File: src/logic/lcc_pkg.sv
package lcc_pkg;
   // Cluster geometry
   localparam int NCELL = 10;
   localparam int HALF = 5;
   localparam int MIDCELL = 4;
   // Register byte offsets
   localparam logic [7:0] OFS_CTRL = 8'h00;
   localparam logic [7:0] OFS_TICK = 8'h04;
   localparam logic [7:0] OFS_STAT = 8'h08;
   localparam logic [7:0] OFS_CELL = 8'h40;
   // Reset values
   localparam logic [31:0] CTRL_RST = 32'h0000_0000;
   localparam logic [31:0] CELL_RST = 32'h0000_0000;
   // Bus responses
   localparam logic [1:0] RESP_OK = 2'h0;
   localparam logic [1:0] RESP_ERR = 2'h2;
   // Control register fields
   localparam int CT_CCIN = 0;
   localparam int CT_ADDNSUB = 1;
   localparam int CT_CKEN_A = 2;
   localparam int CT_CKEN_B = 3;
   localparam int CT_FREE = 4;
   localparam int CT_ACLR_A = 5;
   localparam int CT_ACLR_B = 6;
   localparam int CT_ALOAD = 7;
   localparam int CT_SCLR = 8;
   localparam int CT_SLOAD = 9;
   localparam int CT_DEVOPT = 10;
   localparam int CT_RCHAIN = 11;
   // Tick register fields
   localparam int TK_A = 0;
   localparam int TK_B = 1;
   // Cell word fields
   localparam int CF_MASK = 0;
   localparam int CF_ARITH = 16;
   localparam int CF_LUT3C = 17;
   localparam int CF_START = 18;
   localparam int CF_CEND = 19;
   localparam int CF_LCHAIN = 20;
   localparam int CF_RSRC = 21;
   localparam int CF_CLKSEL = 23;
   localparam int CF_ACLR = 24;
   localparam int CF_PRESET = 26;
   localparam int CF_CNT = 27;
   localparam int CF_DATA = 28;
   // Clear selection and register source codes
   localparam logic [1:0] ACLR_A = 2'h1;
   localparam logic [1:0] ACLR_B = 2'h2;
   localparam logic [1:0] RS_CHAIN = 2'h1;
   localparam logic [1:0] RS_DIRECT = 2'h2;
   // Register decode result
   typedef enum logic [2:0] {LCC_R_CTRL, LCC_R_TICK, LCC_R_STAT, LCC_R_CELL, LCC_R_NONE} lcc_reg_t;
   // Cell state
   typedef struct packed {
      logic q;
   } lcc_cell_st_t;
   // Cluster state
   typedef struct packed {
      logic awready;
      logic wready;
      logic bvalid;
      logic [1:0] bresp;
      logic aw_got;
      logic w_got;
      logic [7:0] awaddr;
      logic [31:0] wdata;
      logic [3:0] wstrb;
      logic arready;
      logic rvalid;
      logic [1:0] rresp;
      logic [31:0] rdata;
      logic [31:0] ctrl;
      logic [NCELL-1:0][31:0] cfg;
      logic tick_a;
      logic tick_b;
      logic clr_s1;
      logic clr_s2;
      logic [NCELL-1:0] comb;
      logic ccout;
      logic zr;
      logic orr;
   } lcc_st_t;
endpackage : lcc_pkg

File: src/logic/lcc_cluster.sv
// Functional notes
// RULE1: Each cell is normal or arithmetic mode
// RULE2: Cell takes eight inputs incl. carries, chain
// RULE3: Register controls come from cluster-wide signals
// RULE4: Add/subtract select acts in arithmetic only
// RULE5: Fourth lookup input is data or carry
// RULE6: Lookup chain feeds next cell directly
// RULE7: Asynchronous load value is fourth data input
// RULE8: Packing lets register and lookup differ
// RULE9: Carry into lookup only at chain end
// RULE10: Arithmetic precomputes sums and carries per rail
// RULE11: Cluster carry picks rail, rail picks sum
// RULE12: Each rail input selects its own carry-out
// RULE13: Counter enable, direction from local data
// RULE14: Synchronous clear/load act on next tick
// RULE15: Add/subtract drives first chain cell carry
// RULE16: Chains start anywhere, both rails propagate
// RULE17: Cluster carry generated at cells five, ten
// RULE18: Final carry routed out; sum registered/bypassed
// RULE19: Chains continue across vertically linked clusters; carries are output here, but chain inputs come from control bits or constants, not ports
// RULE20: Preset is load high; clear wins
// RULE21: Two clears and one preset per cluster
// RULE22: Optional device clear overrides every control
// RULE23: Subtract inverts operand two, carry one
// RULE24: Two clocks each gated by own enable
// RULE25: Rail sum xor, rail carry majority
//
// The AXI4-Lite slave port and the register offsets were decided locally.
module lcc_cluster
   import lcc_pkg::*;
(
   input wire logic i_clk,
   input wire logic i_rst_n,
   input wire logic [7:0] i_awaddr,
   input wire logic i_awvalid,
   output logic o_awready,
   input wire logic [31:0] i_wdata,
   input wire logic [3:0] i_wstrb,
   input wire logic i_wvalid,
   output logic o_wready,
   output logic [1:0] o_bresp,
   output logic o_bvalid,
   input wire logic i_bready,
   input wire logic [7:0] i_araddr,
   input wire logic i_arvalid,
   output logic o_arready,
   output logic [31:0] o_rdata,
   output logic [1:0] o_rresp,
   output logic o_rvalid,
   input wire logic i_rready,
   input wire logic i_device_wide_clear_n,
   output logic [NCELL-1:0] o_reg_out,
   output logic [NCELL-1:0] o_comb_out,
   output logic o_cluster_carry_out,
   output logic o_zero_rail_carry_out,
   output logic o_one_rail_carry_out
);
   lcc_st_t r; // Registered state
   lcc_st_t n; // Next state
   logic [NCELL-1:0] zr_in, or_in, zr_out, or_out; // Carry rails
   logic [NCELL-1:0] comb, q, lch, rch, ccin; // Cell links
   logic mid; // Carry generated after the fifth cell
   logic fin; // Carry generated after the tenth cell
   logic dev_clr; // Device clear, after option gating
   logic [31:0] status; // Status word

   // Decode a byte address into a register
   function automatic lcc_reg_t lcc_decode(input logic [7:0] addr);
      lcc_reg_t res;
      res = LCC_R_NONE;
      if (addr == OFS_CTRL)
         res = LCC_R_CTRL;
      else if (addr == OFS_TICK)
         res = LCC_R_TICK;
      else if (addr == OFS_STAT)
         res = LCC_R_STAT;
      else if ((addr >= OFS_CELL) && (addr < OFS_CELL + 8'(4 * NCELL)) && (addr[1:0] == 2'h0))
         res = LCC_R_CELL;
      return res;
   endfunction : lcc_decode

   // Cell index of a cell word address
   function automatic logic [3:0] lcc_idx(input logic [7:0] addr);
      logic [7:0] off;
      off = addr - OFS_CELL;
      return off[5:2];
   endfunction : lcc_idx

   // Merge write data under byte strobes
   function automatic logic [31:0] lcc_merge(input logic [31:0] old, input logic [31:0] nw,
      input logic [3:0] strb);
      logic [31:0] res;
      res = old;
      for (int i = 0; i < 4; i++)
      begin
         if (strb[i])
            res[8*i +: 8] = nw[8*i +: 8];
      end
      return res;
   endfunction : lcc_merge

   // Device clear acts only when the option bit allows it
   assign dev_clr = r.ctrl[CT_DEVOPT] & ~r.clr_s2; // [RULE22]

   // Carry generation points of the cluster
   assign mid = r.ctrl[CT_CCIN] ? or_out[MIDCELL] : zr_out[MIDCELL]; // [RULE17]
   assign fin = mid ? or_out[NCELL-1] : zr_out[NCELL-1]; // [RULE17] [RULE19]

   // Status word shows cell and carry state
   assign status = {8'h00, r.orr, r.zr, mid, r.ccout, r.comb, q};

   // Cell array with its chains
   genvar g;
   generate
      for (g = 0; g < NCELL; g++)
      begin : g_cell
         if (g == 0)
         begin : g_first
            // First cell takes the register chain from the control word
            assign lch[g] = 1'b0;
            assign rch[g] = r.ctrl[CT_RCHAIN];
         end
         else
         begin : g_next
            // Lookup and register chains from the cell below
            assign lch[g] = comb[g-1]; // [RULE6]
            assign rch[g] = q[g-1];
         end
         if (g % HALF == 0)
         begin : g_head
            // Group head starts fresh rails, or the subtract carry
            assign zr_in[g] = r.cfg[g][CF_START] ? r.ctrl[CT_ADDNSUB] : 1'b0; // [RULE15]
            assign or_in[g] = r.cfg[g][CF_START] ? r.ctrl[CT_ADDNSUB] : 1'b1; // [RULE15]
         end
         else
         begin : g_body
            // Rails run forward unless a new chain starts here
            assign zr_in[g] = r.cfg[g][CF_START] ? r.ctrl[CT_ADDNSUB] : zr_out[g-1]; // [RULE16]
            assign or_in[g] = r.cfg[g][CF_START] ? r.ctrl[CT_ADDNSUB] : or_out[g-1]; // [RULE16]
         end
         // Lower group uses the incoming cluster carry, upper group the mid carry
         assign ccin[g] = (g <= MIDCELL) ? r.ctrl[CT_CCIN] : mid; // [RULE17]
         lcc_cell u_cell (
            .i_clk(i_clk),
            .i_rst_n(i_rst_n),
            .i_cfg(r.cfg[g]),
            .i_lut_chain_in(lch[g]),
            .i_zero_rail_carry_in(zr_in[g]),
            .i_one_rail_carry_in(or_in[g]),
            .i_cluster_carry_in(ccin[g]),
            .i_reg_chain_in(rch[g]),
            .i_addnsub(r.ctrl[CT_ADDNSUB]),
            .i_tick_a(r.tick_a),
            .i_tick_b(r.tick_b),
            .i_aclr_a(r.ctrl[CT_ACLR_A]),
            .i_aclr_b(r.ctrl[CT_ACLR_B]),
            .i_aload(r.ctrl[CT_ALOAD]),
            .i_sclr(r.ctrl[CT_SCLR]),
            .i_sload(r.ctrl[CT_SLOAD]),
            .i_dev_clr(dev_clr),
            .o_comb(comb[g]),
            .o_q(q[g]),
            .o_zero_rail_carry_out(zr_out[g]),
            .o_one_rail_carry_out(or_out[g])
         ); // [RULE2]
      end
   endgenerate

   // Bus slave, clock ticks, pin synchroniser and output capture
   always_comb
   begin
      n = r;
      // Two-stage synchroniser on the device clear pin
      n.clr_s1 = i_device_wide_clear_n;
      n.clr_s2 = r.clr_s1;
      // Free-running ticks, each gated by its own enable
      n.tick_a = r.ctrl[CT_FREE] & r.ctrl[CT_CKEN_A]; // [RULE24]
      n.tick_b = r.ctrl[CT_FREE] & r.ctrl[CT_CKEN_B]; // [RULE24]
      // Write address and data are taken independently
      if (r.awready && i_awvalid)
      begin
         n.aw_got = 1'b1;
         n.awaddr = i_awaddr;
      end
      if (r.wready && i_wvalid)
      begin
         n.w_got = 1'b1;
         n.wdata = i_wdata;
         n.wstrb = i_wstrb;
      end
      // Response consumed
      if (r.bvalid && i_bready)
         n.bvalid = 1'b0;
      // Perform the write once both halves are in
      if (n.aw_got && n.w_got && !n.bvalid)
      begin
         n.aw_got = 1'b0;
         n.w_got = 1'b0;
         n.bvalid = 1'b1;
         n.bresp = RESP_OK;
         case (lcc_decode(n.awaddr))
            LCC_R_CTRL: n.ctrl = lcc_merge(r.ctrl, n.wdata, n.wstrb); // [RULE3]
            LCC_R_TICK:
            begin
               // Single tick per written bit, gated by its enable
               n.tick_a = n.tick_a | (n.wdata[TK_A] & n.wstrb[0] & r.ctrl[CT_CKEN_A]);
               n.tick_b = n.tick_b | (n.wdata[TK_B] & n.wstrb[0] & r.ctrl[CT_CKEN_B]);
            end
            LCC_R_CELL: n.cfg[lcc_idx(n.awaddr)] =
               lcc_merge(r.cfg[lcc_idx(n.awaddr)], n.wdata, n.wstrb); // [RULE1]
            LCC_R_STAT: n.bresp = RESP_OK; // Read-only, write ignored
            default: n.bresp = RESP_ERR; // Unmapped address
         endcase
      end
      n.awready = !n.aw_got && !n.bvalid;
      n.wready = !n.w_got && !n.bvalid;
      // Read data consumed
      if (r.rvalid && i_rready)
         n.rvalid = 1'b0;
      // Read request answered at the edge that takes it
      if (r.arready && i_arvalid)
      begin
         n.rvalid = 1'b1;
         n.rresp = RESP_OK;
         case (lcc_decode(i_araddr))
            LCC_R_CTRL: n.rdata = r.ctrl;
            LCC_R_TICK: n.rdata = 32'h0000_0000; // Pulses read as zero
            LCC_R_STAT: n.rdata = status;
            LCC_R_CELL: n.rdata = r.cfg[lcc_idx(i_araddr)];
            default:
            begin
               n.rdata = 32'h0000_0000;
               n.rresp = RESP_ERR; // Unmapped address
            end
         endcase
      end
      n.arready = !n.rvalid;
      // Registered copies of combinational and carry outputs
      n.comb = comb; // [RULE18]
      n.ccout = fin; // [RULE18] [RULE19]
      n.zr = zr_out[NCELL-1]; // [RULE19]
      n.orr = or_out[NCELL-1]; // [RULE19]
   end

   // State register
   always_ff @(posedge i_clk or negedge i_rst_n)
   begin
      if (!i_rst_n)
      begin
         r <= '0;
         r.ctrl <= CTRL_RST;
         r.cfg <= {NCELL{CELL_RST}};
      end
      else
         r <= n;
   end

   // Outputs
   assign o_awready = r.awready;
   assign o_wready = r.wready;
   assign o_bresp = r.bresp;
   assign o_bvalid = r.bvalid;
   assign o_arready = r.arready;
   assign o_rdata = r.rdata;
   assign o_rresp = r.rresp;
   assign o_rvalid = r.rvalid;
   assign o_reg_out = q;
   assign o_comb_out = r.comb;
   assign o_cluster_carry_out = r.ccout;
   assign o_zero_rail_carry_out = r.zr;
   assign o_one_rail_carry_out = r.orr;

   // Helper vectors for checking
   logic [NCELL-1:0] av, bv, ar_v, st_v, lc_v, cn_v, ld_v, cla_v, ona_v;
   logic [10:0] exp_sum; // Expected ten-bit sum with carry
   logic all_add; // Whole cluster is one plain adder
   generate
      for (g = 0; g < NCELL; g++)
      begin : g_chk
         assign av[g] = r.cfg[g][CF_DATA];
         assign bv[g] = r.cfg[g][CF_DATA + 1];
         assign ar_v[g] = r.cfg[g][CF_ARITH];
         assign st_v[g] = r.cfg[g][CF_START];
         assign lc_v[g] = r.cfg[g][CF_LCHAIN];
         assign cn_v[g] = r.cfg[g][CF_CNT];
         assign ld_v[g] = r.cfg[g][CF_PRESET] | r.cfg[g][CF_DATA + 3];
         assign cla_v[g] = (r.cfg[g][CF_ACLR +: 2] == ACLR_A);
         assign ona_v[g] = ~r.cfg[g][CF_CLKSEL];
      end
   endgenerate
   assign all_add = (&ar_v) && (st_v == 10'h001) && (lc_v == '0) && (cn_v == '0);
   assign exp_sum = 11'({1'b0, av} + {1'b0, bv ^ {NCELL{r.ctrl[CT_ADDNSUB]}}}
      + {10'h000, r.ctrl[CT_ADDNSUB]});
endmodule : lcc_cluster

File: src/logic/lcc_cell.sv
module lcc_cell
   import lcc_pkg::*;
(
   input wire logic i_clk,
   input wire logic i_rst_n,
   input wire logic [31:0] i_cfg,
   input wire logic i_lut_chain_in,
   input wire logic i_zero_rail_carry_in,
   input wire logic i_one_rail_carry_in,
   input wire logic i_cluster_carry_in,
   input wire logic i_reg_chain_in,
   input wire logic i_addnsub,
   input wire logic i_tick_a,
   input wire logic i_tick_b,
   input wire logic i_aclr_a,
   input wire logic i_aclr_b,
   input wire logic i_aload,
   input wire logic i_sclr,
   input wire logic i_sload,
   input wire logic i_dev_clr,
   output logic o_comb,
   output logic o_q,
   output logic o_zero_rail_carry_out,
   output logic o_one_rail_carry_out
);
   lcc_cell_st_t r; // Registered state
   lcc_cell_st_t n; // Next state
   logic [3:0] d; // Local data inputs
   logic [15:0] lmask; // Lookup truth table
   logic arith, cnt, a, b, sub, sel, in3, lut, s0, s1, comb, rdat, tick, aclr;

   // Lookup, dual-rail arithmetic and register priority
   always_comb
   begin
      d = i_cfg[CF_DATA +: 4];
      lmask = i_cfg[CF_MASK +: 16];
      arith = i_cfg[CF_ARITH]; // [RULE1]
      cnt = arith & i_cfg[CF_CNT];
      sel = i_cluster_carry_in ? i_one_rail_carry_in : i_zero_rail_carry_in; // [RULE11]
      a = cnt ? r.q : (i_cfg[CF_LCHAIN] ? i_lut_chain_in : d[0]); // [RULE6]
      in3 = (i_cfg[CF_LUT3C] & i_cfg[CF_CEND]) ? sel : d[3]; // [RULE5] [RULE9]
      lut = lmask[{in3, d[2], d[1], a}];
      sub = arith & (i_addnsub ^ (cnt & ~d[3])); // [RULE4] [RULE13]
      b = d[1] ^ sub; // [RULE23]
      s0 = a ^ b; // [RULE10] [RULE25]
      s1 = ~s0;
      comb = arith ? (sel ? s1 : s0) : lut; // [RULE11]
      if (arith)
      begin
         // Each rail selects its own precomputed carry
         o_zero_rail_carry_out = i_zero_rail_carry_in ? (a | b) : (a & b); // [RULE12]
         o_one_rail_carry_out = i_one_rail_carry_in ? (a | b) : (a & b); // [RULE12]
      end
      else
      begin
         // Normal mode passes the rails through
         o_zero_rail_carry_out = i_zero_rail_carry_in;
         o_one_rail_carry_out = i_one_rail_carry_in;
      end
      case (i_cfg[CF_RSRC +: 2])
         RS_CHAIN: rdat = i_reg_chain_in;
         RS_DIRECT: rdat = d[2]; // [RULE8]
         default: rdat = comb; // [RULE18]
      endcase
      tick = i_cfg[CF_CLKSEL] ? i_tick_b : i_tick_a; // [RULE24]
      aclr = ((i_cfg[CF_ACLR +: 2] == ACLR_A) & i_aclr_a)
         | ((i_cfg[CF_ACLR +: 2] == ACLR_B) & i_aclr_b); // [RULE21]
      n = r;
      if (i_dev_clr)
         n.q = 1'b0; // [RULE22]
      else if (aclr)
         n.q = 1'b0; // [RULE20]
      else if (i_aload)
         n.q = i_cfg[CF_PRESET] | d[3]; // [RULE7] [RULE20]
      else if (tick)
      begin
         if (i_sclr)
            n.q = 1'b0; // [RULE14]
         else if (i_sload)
            n.q = d[3]; // [RULE14]
         else if (!cnt || d[2])
            n.q = rdat; // [RULE3] [RULE13]
      end
   end

   // State register
   always_ff @(posedge i_clk or negedge i_rst_n)
   begin
      if (!i_rst_n)
         r <= '0;
      else
         r <= n;
   end

   assign o_comb = comb;
   assign o_q = r.q;
endmodule : lcc_cell

File: config.mk
export PLATFORM = sky130hd
export DESIGN_NAME = lcc_cluster
export DESIGN_NICKNAME = d
export VERILOG_FILES = /design/src/logic/lcc_pkg.sv /design/src/logic/lcc_cluster.sv /design/src/logic/lcc_cell.sv
export SDC_FILE = /design/constraint.sdc
export NUM_CORES = 1
export LEC_CHECK = 0
export ABC_AREA = 0
export BUFFER_PORTS_ARGS = -buffer_cell sky130_fd_sc_hd__buf_2
export CAP_MARGIN = 20
export CORE_UTILIZATION = 36
export DETAILED_ROUTE_END_ITERATION = 8
export GPL_TIMING_DRIVEN = 0
export HOLD_SLACK_MARGIN = 0.08
export PLACE_DENSITY = 0.62
export RECOVER_POWER = 100
export SETUP_SLACK_MARGIN = 0.4
export SYNTH_ARGS = -nofsm -noshare
export SYNTH_HDL_FRONTEND = slang
export SYNTH_SLANG_ARGS = --single-unit
File: constraint.sdc
create_clock -name i_clk -period 17 [get_ports i_clk]
set_input_delay 0.85 -clock i_clk [delete_from_list [all_inputs] [get_ports i_clk]]
set_output_delay 0.85 -clock i_clk [all_outputs]
set_load 0.005 [all_outputs]
### Yosys cells after proc, flatten, opt, wreduce, memory -nomap -nowiden

Index checks and enable logic that the tools add are counted.

| word-level totals | value |
|---|---|
| input port bits | 60 |
| register bits after elaboration | 466 |

| cells by class | value |
|---|---|
| muxes and demuxes | 274 |
| equal/unequal tests | 50 |
| add/sub/neg operators | 2 |
| order comparisons | 17 |
| reduce and logical (&&, ||, !) cells | 82 |
| bitwise gates (word level) | 160 |

Operators by type and width:

| kind | count |
|---|---|
| $bwmux 320 | 1 |
| $bmux 32 s4 | 2 |
| $mux 1 | 216 |
| $demux 32 s4 | 1 |
| $mux 8 | 13 |
| $mux 32 | 3 |
| $pmux 32 s3 | 1 |
| $and 1x1->1 | 77 |
| $lt 4x5->1 const B | 12 |
| $reduce_bool 6->1 | 10 |
| $bmux 1 s4 | 10 |
| $eq 2x1->1 const B | 20 |
| $eq 2x2->1 const B | 20 |
| $reduce_bool 4->1 | 10 |
| $mux 36 | 1 |
| $mux 35 | 1 |
| $or 1x1->1 | 32 |
| $mux 3 | 10 |
| $xor 1x1->1 | 30 |
| $reduce_and 2->1 | 11 |
| $not 1->1 | 21 |
| $pmux 1 s2 | 10 |
| $eq 8x3->1 const B | 2 |
| $eq 8x4->1 const B | 2 |
| 16 further kinds | 69 |

### Longest topological paths before layout

Gate-level depths: netlist (run 1).

| depth | value |
|---|---|
| word-level depth | 71 |
| gate-level depth with buffers | 78 |

### By module

Synthesis (run 1) repeated with hierarchy kept, for this count alone.

| unflattened totals | value |
|---|---|
| cells, all modules | 2919 |
| area, all modules | 29424.5 um^2 |

By module, submodules not included:

| module | cells each | instances | area an instance (um^2) | sequential area each (um^2) |
|---|---|---|---|---|
| lcc_cluster | 2189 | 1 | 23618.9 | 11360.9 |
| lcc_cell | 73 | 10 | 580.6 | 25.0 |

### Least setup slack after synthesis (run 1)

OpenSTA, ideal clock, no wires.

| timing | value |
|---|---|
| path kind | register to register |
| start point | register r[338] (netlist bit) |
| end point | register g_cell[9].u_cell.r |
| slack | 3.924 ns |
| data required time | 16.870 ns |
| arrival | 12.946 ns |
| cell stages (with the launch flop) | 76 |
| clock period less this slack | 13.076 ns |
| cells stage by stage | dfrtp_1 > clkbuf_1 > clkbuf_1 > buf_1 > xnor2_1 > nand2b_1 > xnor2_1 > ha_1 > xor2_1 > o21ai_1 > nand2_1 > o21ai_0 > inv_1 > ha_1 > a21boi_0 > o211ai_1 > a31oi_1 > nor2_1 > [40 not listed] > buf_6 > and3_1 > o31a_1 > inv_1 > ha_1 > nand3_1 > o21ai_0 > o21ai_0 > o21ai_0 > mux2i_1 > nand2_1 > a211o_1 > nand3_1 > o31ai_1 > a31oi_1 > o31ai_1 > a211oi_1 > o21ai_1 |

| on the way | value |
|---|---|
| word-level cells in the longest chain between the ends | 69 |
| elaborated cells between the ends (all ways) | 211 |
| those cells by class | mux: 143; bitwise: 68 |

RTL lines:

| item | line | text |
|---|---|---|
| from (decl) | lcc_cluster.sv:58 | `lcc_st_t r;` |
| from (signal assigned) | lcc_cluster.sv:255 | `r <= n;` |
| parallel branches: the longest is 30 deep, another holds $bmux 1 s4 | -- |  |
| $mux 1 * | lcc_cell.sv:47 | `comb = arith ? (sel ? s1 : s0) : lut;` |
| net g_cell[4].u_cell.o_comb | lcc_cell.sv:21 | `output logic o_comb,` |
| $mux 1 * (2 in series) | lcc_cell.sv:40 | `a = cnt ? r.q : (i_cfg[CF_LCHAIN] ? i_lut_chain_in : d[0]);` |
| parallel branches: the longest is 27 deep, another holds $bmux 1 s4 | -- |  |
| $mux 1 * | lcc_cell.sv:47 |  |
| $pmux 1 s2 * | lcc_cell.sv:60 | `case (i_cfg[CF_RSRC +: 2])` |
| $mux 1 * | lcc_cell.sv:81 | `else if (!cnt \|\| d[2])` |
| $mux 1 * | lcc_cell.sv:79 | `else if (i_sload)` |
| $mux 1 * | lcc_cell.sv:77 | `if (i_sclr)` |
| $mux 1 * | lcc_cell.sv:75 | `else if (tick)` |
| $mux 1 * | lcc_cell.sv:73 | `else if (i_aload)` |
| $mux 1 * | lcc_cell.sv:71 | `else if (aclr)` |
| $mux 1 * | lcc_cell.sv:69 | `if (i_dev_clr)` |
| to (signal assigned) | lcc_cell.sv:92 | `r <= n;` |
| to (decl) | lcc_cell.sv:26 | `lcc_cell_st_t r;` |

Mark *: on every way through the listed nets, which the timed path passes. The select of a mux whose other input is x is not followed.
A chain may end at the register's enable or synchronous reset.

### Worst setup path in the final report (run 1)

Ends and elaborated chain as after synthesis.

==> impl_results.md, run 1 <==
* Global-route wire length before repair at 168,000 um
* Initial Utilization at 36.6%
* Number of flops mapped to enable cells by yosys at 0
* Cells after Synth at 2,864
* CTS tree: done
* CP max-delay cell: o31ai_1
* Max Fclk at 0.0624 GHz
* Synth unique cells at 92
* Clk sinks at 464
* Slew headroom at -308%
* Outcome: finished with violations
* Slew Limit Fails at 594
* Worst skew pair latency at 0.63 ns
* Leak at 13.8 nW
* Clock Tree Buf Depth at 3
* DRC violations left at 0
* # port buffers at 118
* Fin crit period at 16.04 ns
* Worst EP arrival at 16.53 ns
* Syn Std Cell Area at 0.0285 mm^2
* Setup violations, final at 0
* Filler cells at 7,650
* Layout area overhead at 13.2%
* Setup_tns at 0 ns
* Sequential area share after synthesis at 40.7%
* RSZ-0062 raised after global routing: no
* Rows at 102
* Hold EP: n[13]
* Clock transition at path regs at 0.06 ns
* #FFs+latches synth at 464
* Initial antenna violation count at 7
* Worst r2r path cells at 74
* Die area at 0.0803 mm^2
* CTS root buf: clkbuf_16
* Slowest stage delay, CP at 0.61 ns
* Io pins at 124
* Vias in the first global route at 23.8k
* Fin crit share at 94.3%
* WHS at 0.343 ns
* Slew @ Worst Pin at 6.12 ns
* Core Box Area at 0.0780 mm^2
* Detailed Route WL at 117,000 um
* Hold Fails Final Rpt at 0
* GRT Util Overall at 28.5%
* Final ANT Viol Nets at 0
* Hold Path Stages at 1
* Worst EP required at 17.50 ns
* Die span in x at 283 um
* Layout cell share with drive strength beyond 1 at 20.9%
* Critical Path End Type: flip-flop
* Pwr Density at 144 mW/mm^2
* Worst R2R End: g_cell[9].u_cell.o_q
* Largest net degree at the start of global routing at 118
* CTS buffer count at 51
* GP Congestion at 1.02
* Fin nets at 3,155
* Via count at 25.0k
* Vias per cell at 6.03
* CP most frequent cell: ha_1
* Total grt overflow at 0
* Worst Skew at 0.0285 ns
* H-tree depth at 2
* Synth Flop Type: dfrtp_1
* Asr flop ratio synth at 100%
* FF-to-FF Start: r[338]
* Critical path class: reg2reg
* R2R Setup Slk at 0.96 ns
* Yosys warns at 0
* Synthesized area per cell at 9.96 um^2
* Routed wire per std cell at 28.2 um
* Die H at 283 um
* Peak fanout along the critical path at 10
* Hpwl dp at 91,500 um
* DRT Pass-1 Iters at 6
* Failing checks: max-capacitance violations, max-slew violations
* Overall Power at 0.00466 W
* Worst Hold Class: in2reg
* Drt initial violations at 2,917
* Peak VDD IR at 0.0820 mV
* Max Cap Viol at 16
* Crit path launch type: flip-flop
* Hold Path Origin: i_device_wide_clear_n
==> metal layers <==
layer	wire length, um	track usage, %	vias up	share of wire (%)
met5	88	0	-	0.075
met4	6620	13.6	12	5.7
met3	10600	5.35	274	9.1
met2	51900	44.4	1324	45
met1	47400	38.1	12500	41
li1	-	-	10800	-
==> how the worst max path moves through the flow <==
stage          startpoint              endpoint  cells after the start
3_3_place_gp       r[338]  g_cell[9].u_cell.o_q                     75
4_1_cts            r[338]  g_cell[9].u_cell.o_q                     75
3_5_place_dp       r[338]  g_cell[9].u_cell.o_q                     75
6_report           r[338]  g_cell[9].u_cell.o_q                     74
5_1_grt            r[338]  g_cell[9].u_cell.o_q                     76
2_1_floorplan      r[338]  g_cell[9].u_cell.o_q                     75
==> sequential cells by signal (all words and copies together) (netlist names), 10 cells and up <==
signal / flops
g_cell.u_cell.o_q: 10
lc_v: 10
o_comb_out: 10
av: 10
cn_v: 10
bv: 10
o_rdata: 32
r: 350
ar_v: 10
==> layout make-up <==
type                       instances  area (um^2)  area share [%]
multi-input combinational       2060        15400            47.8
sequential                       464        11600            36.0
clock buffer                      70         1480            4.58
tap                             1040         1300            4.03
antenna                            2         5.00          0.0155
timing repair buffer             138          667            2.07
clock inverter                    25          277           0.856
inverter                          76          285           0.883
buffer                           265         1230            3.81
==> cells in the mapped netlist (all sizes together), types with 3 or more instances <==
| library cell | count | share of area (%) |
|---|---|---|
| nand3 | 53 | 0.93 |
| a31oi | 38 | 0.86 |
| and3 | 31 | 0.68 |
| nor2b | 28 | 0.61 |
| a21oi | 112 | 2.0 |
| a211o | 3 | 0.092 |
| nor4 | 6 | 0.25 |
| clkbuf | 162 | 2.1 |
| o21ai | 218 | 3.8 |
| or2 | 10 | 0.22 |
| nand2 | 423 | 5.6 |
| mux2 | 279 | 11 |
| xnor2 | 26 | 0.80 |
| o221ai | 3 | 0.092 |
| o31ai | 18 | 0.47 |
| a221oi | 57 | 1.8 |
| buf | 103 | 2.2 |
| inv | 75 | 0.99 |
| a22oi | 38 | 1.1 |
| o22ai | 33 | 0.72 |
| nand2b | 20 | 0.44 |
| and2 | 15 | 0.33 |
| dfrtp | 464 | 41 |
| mux4 | 97 | 7.7 |
| a22o | 5 | 0.16 |
| nand3b | 11 | 0.30 |
| nor3b | 7 | 0.18 |
| mux2i | 130 | 4.6 |
| a2111oi | 8 | 0.27 |
| a221o | 6 | 0.21 |
| o22a | 8 | 0.25 |
| xor2 | 3 | 0.092 |
| nor2 | 157 | 2.1 |
| a311oi | 17 | 0.52 |
| ha | 39 | 1.7 |
| o211ai | 26 | 0.68 |
| nand4 | 9 | 0.20 |
| o221a | 7 | 0.31 |
| o21a | 7 | 0.18 |
| and3b | 3 | 0.092 |
| a211oi | 18 | 0.54 |
| o31a | 3 | 0.092 |
| nor3 | 54 | 0.97 |
==> metrics by stage <==
stage | std cells | utilization, % | worst slack (ns) | area (um^2)
6_report | 4140 | 41.4 | 0.962 | 32300
5_1_grt | 4139 | 41.4 | 0.245 | 32300
4_1_cts | 4126 | 41.5 | 0.428 | 32300
3_5_place_dp | 4031 | 39.2 | -0.688 | 30600
3_3_place_gp | 4023 | 39.0 | -0.651 | 30400
2_1_floorplan | 2865 | - | 3.92 | 28500
==> critical path, delay by kind of cell (launching register included) <==
kind / cells / cell delay, ns
compound gates: 25 / 5.70
simple gates: 17 / 2.83
fa+ha+maj: 9 / 2.56
buf+inv: 12 / 2.31
xor+xnor: 9 / 1.56
mux: 2 / 0.54
flops: 1 / 0.35
==> cells by family after synthesis <==
kind of cell    share of synthesized area [%]
simple gates                             13.1
compound gates                           14.9
other cells                            0.0132
xor+xnor                                0.891
flops                                    40.7
fa+ha+maj                                1.71
mux                                      23.3
buf+inv                                  5.30
==> report_power, final <==
group	internal, W	switching, W	leakage (nW)
Clock	0.000672	0.000500	0.865
Sequential	0.00132	0.000265	6.27
Combinational	0.000587	0.00131	6.63
Total	0.00258	0.00208	13.8
==> repair_timing <==
action	4_1_cts	5_1_grt
gates resized for setup	5	10
pin swaps	0	2
setup buffers	0	1
setup endpoints to repair	4	6
hold buffers	0	0
==> placed cells by master (no fill, tap or decap), types with 13 or more instances in the layout <==
master     synthesis  routed
a31oi_1           37      36
o211ai_1          26      26
nand3_1           53      53
a22oi_1           35      35
clkbuf_4           0      48
nand2b_1          20      20
inv_1             75      75
o21ai_0          197     211
mux2_1             1      36
o22ai_1           33      33
clkinv_2           0      13
mux2_2           275     240
clkbuf_8           0      13
a211oi_1          16      15
clkbuf_16          0      51
nand2_1          421     421
o31ai_1           18      17
mux4_2            97      97
and3_1            31      31
nor2_1           157     157
buf_4             58      13
mux2i_1          128     127
nor2b_1           28      28
clkbuf_1         162     211
nor3_1            53      53
dfrtp_1          464     464
buf_1             39      26
buf_2              5     108
ha_1              39      39
xnor2_1           26      25
a221oi_1          56      56
a311oi_1          17      17
a21oi_1          110     110
and2_1            15      14
Note: power is estimated with default switching activity, not from simulation.
==> run 2: changes to the inputs <==
RECOVER_POWER = 25   (was 100)
==> run 2 against run 1 <==
Against the previous run: the flow still finishes with violations (max-capacitance violations, max-slew violations); worst hold slack barely moved; via count fell by 0.21%; setup slack improved by 0.19 ns; count of clock-buffer cells in the layout stayed put; sequential power about the same; power rose by 0.96%; register-to-register slack improved by 0.19 ns; global-route usage did not move; first-iteration DRC count decreased by 0.14%; maximum frequency up 1.2%; critical endpoint unchanged.
==> impl_results.md, run 2 (synthesis results as in run 1) <==
* Setup violations, final at 0
* Fin crit period at 15.85 ns
* Final ANT Viol Nets at 0
* Peak VDD IR at 0.0818 mV
* Post-route cell area at 0.0324 mm^2
* Worst skew pair latency at 0.63 ns
* Max Cap Viol at 4
* Die span in x at 283 um
* Multi-input gate area at 0.0154 mm^2
* Clock Tree Buf Depth at 3
* Register area at 0.0116 mm^2
* Commonest cells after routing, fill and taps aside: dfrtp_1 (464), nand2_1 (421), mux2_2 (275), o21ai_0 (196), clkbuf_1 (170)
* Hold Path Origin: i_device_wide_clear_n
* Diode count at 0
* Worst EP arrival at 16.35 ns
* Largest reg by FF count: r
* Clk sinks at 464
* FF-to-FF Start: r[338]
* CP max-delay cell: a211oi_2
* Detailed Route WL at 117,000 um
* Io pins at 124
* Slew @ Worst Pin at 6.26 ns
* Hpwl dp at 91,500 um
* Fin nets at 3,155
* Global-route wire length before repair at 168,000 um
* Max reg flops at 350
* Total grt overflow at 0
* Hold Fails Final Rpt at 0
* GRT Util Overall at 28.5%
* WHS at 0.342 ns
* Largest net degree at the start of global routing at 118
* Via count at 24.9k
* GP Congestion at 1.02
* Drt initial violations at 2,913
* Vias per cell at 6.02
* WP buf/inv at 12
* Initial antenna violation count at 5
* RSZ-0062 raised after global routing: no
* Slew Limit Fails at 364
* Fin crit share at 93.2%
* Worst Skew at 0.0275 ns
* Crit path launch type: flip-flop
* Delay-heaviest family, CP: compound AO/OA/AOI/OAI gates
* Filler cells at 7,619
* Layout area overhead at 13.6%
* Worst r2r path cells at 77
* Hold Buf Count CTS at 0
* Pwr Density at 145 mW/mm^2
* Initial Utilization at 36.6%
* Slowest stage delay, CP at 0.43 ns
* Vias in the first global route at 23.8k
* Critical path class: reg2reg
* Post-place instance area at 0.0306 mm^2
* Hold EP: n[13]
* CTS root buf: clkbuf_16
* # port buffers at 118
* Leak at 13.9 nW
* Critical Path End Type: flip-flop
* Max Fclk at 0.0631 GHz
* DRC violations left at 0
* Hold Path Stages at 1
* Die H at 283 um
* Rows at 102
* Peak fanout along the critical path at 10
* CP most frequent cell: ha_1
* Worst EP required at 17.50 ns
* CTS tree: done
* Worst Hold Class: in2reg
* Outcome: finished with violations
* Clock transition at path regs at 0.06 ns
* Core Box Area at 0.0780 mm^2
* Routed wire per std cell at 28.2 um
* Layout cell share with drive strength beyond 1 at 23.0%
* Die area at 0.0803 mm^2
* Leading cell type in the layout, fill and taps excluded: dfrtp_1
* DRT Pass-1 Iters at 6
* Worst R2R End: g_cell[9].u_cell.o_q
* Slew headroom at -317%
* Failing checks: max-capacitance violations, max-slew violations
* H-tree depth at 2
* CTS buffer count at 51
* R2R Setup Slk at 1.15 ns
-- run 2: worst max path at each step --
| stage | end | startpoint | slack, ns | depth (start not counted) |
|---|---|---|---|---|
| floorplan | g_cell[9].u_cell.o_q | r[338] | 3.92 | 75 |
| global placement | g_cell[9].u_cell.o_q | r[338] | -0.65 | 75 |
| detailed placement | g_cell[9].u_cell.o_q | r[338] | -0.69 | 75 |
| CTS | g_cell[9].u_cell.o_q | r[338] | 0.43 | 75 |
| global route | g_cell[9].u_cell.o_q | r[338] | 0.46 | 76 |
| finish | g_cell[9].u_cell.o_q | r[338] | 1.15 | 77 |
-- run 2: layout make-up --
class,instances,area share [%]
clock buffers,70,4.56
repair buffers,138,2.36
plain buffers,265,3.80
well taps,1040,4.02
flip-flops and latches,464,35.8
clock inverters,25,0.854
inverters,76,0.881
multi-input cells,2060,47.7
-- run 2: metrics by stage --
step | TNS [ns] | power (W) | utilization, % | instances | worst slack [ns]
floorplan | 0 | 0.00257 | - | 2865 | 3.92
global placement | -1.24 | 0.00341 | 39.0 | 4023 | -0.651
detailed placement | -1.30 | 0.00344 | 39.2 | 4031 | -0.688
CTS | 0 | 0.00462 | 41.5 | 4126 | 0.428
global route | 0 | 0.00487 | 41.5 | 4138 | 0.459
finish | 0 | 0.00470 | 41.5 | 4138 | 1.15
-- run 2: where the power goes --
group	internal (W)	total (W)	switching, W
Combinational	0.000627	0.00195	0.00132
Sequential	0.00132	0.00159	0.000265
Clock	0.000672	0.00117	0.000500
Total	0.00262	0.00470	0.00208
-- run 2: worst reg2reg max path, delay by kind of cell, from the launching register on --
kind	cells	cell delay, ns
DFF	1	0.35
adders and majority gates	9	2.56
muxes	1	0.34
xor gates and xnor gates	9	1.70
and+or+nand+nor	19	2.61
buffers and inverters	12	2.10
AOI/OAI and AO/OA	27	6.09
-- run 2: metal layers --
metal	track usage (%)	up-vias	wire [um]
li1	-	10800	-
met1	38.1	12500	48000
met2	44.4	1290	52300
met3	5.35	259	10000
met4	13.6	10	6270
met5	0	-	69
-- run 2: timing repair --
| item | 4_1_cts | 5_1_grt |
|---|---|---|
| buffers inserted | 0 | 1 |
| setup endpoints to repair | 4 | 6 |
| pin swaps | 0 | 2 |
| gates resized for setup | 5 | 10 |
| gates cloned | 0 | 0 |
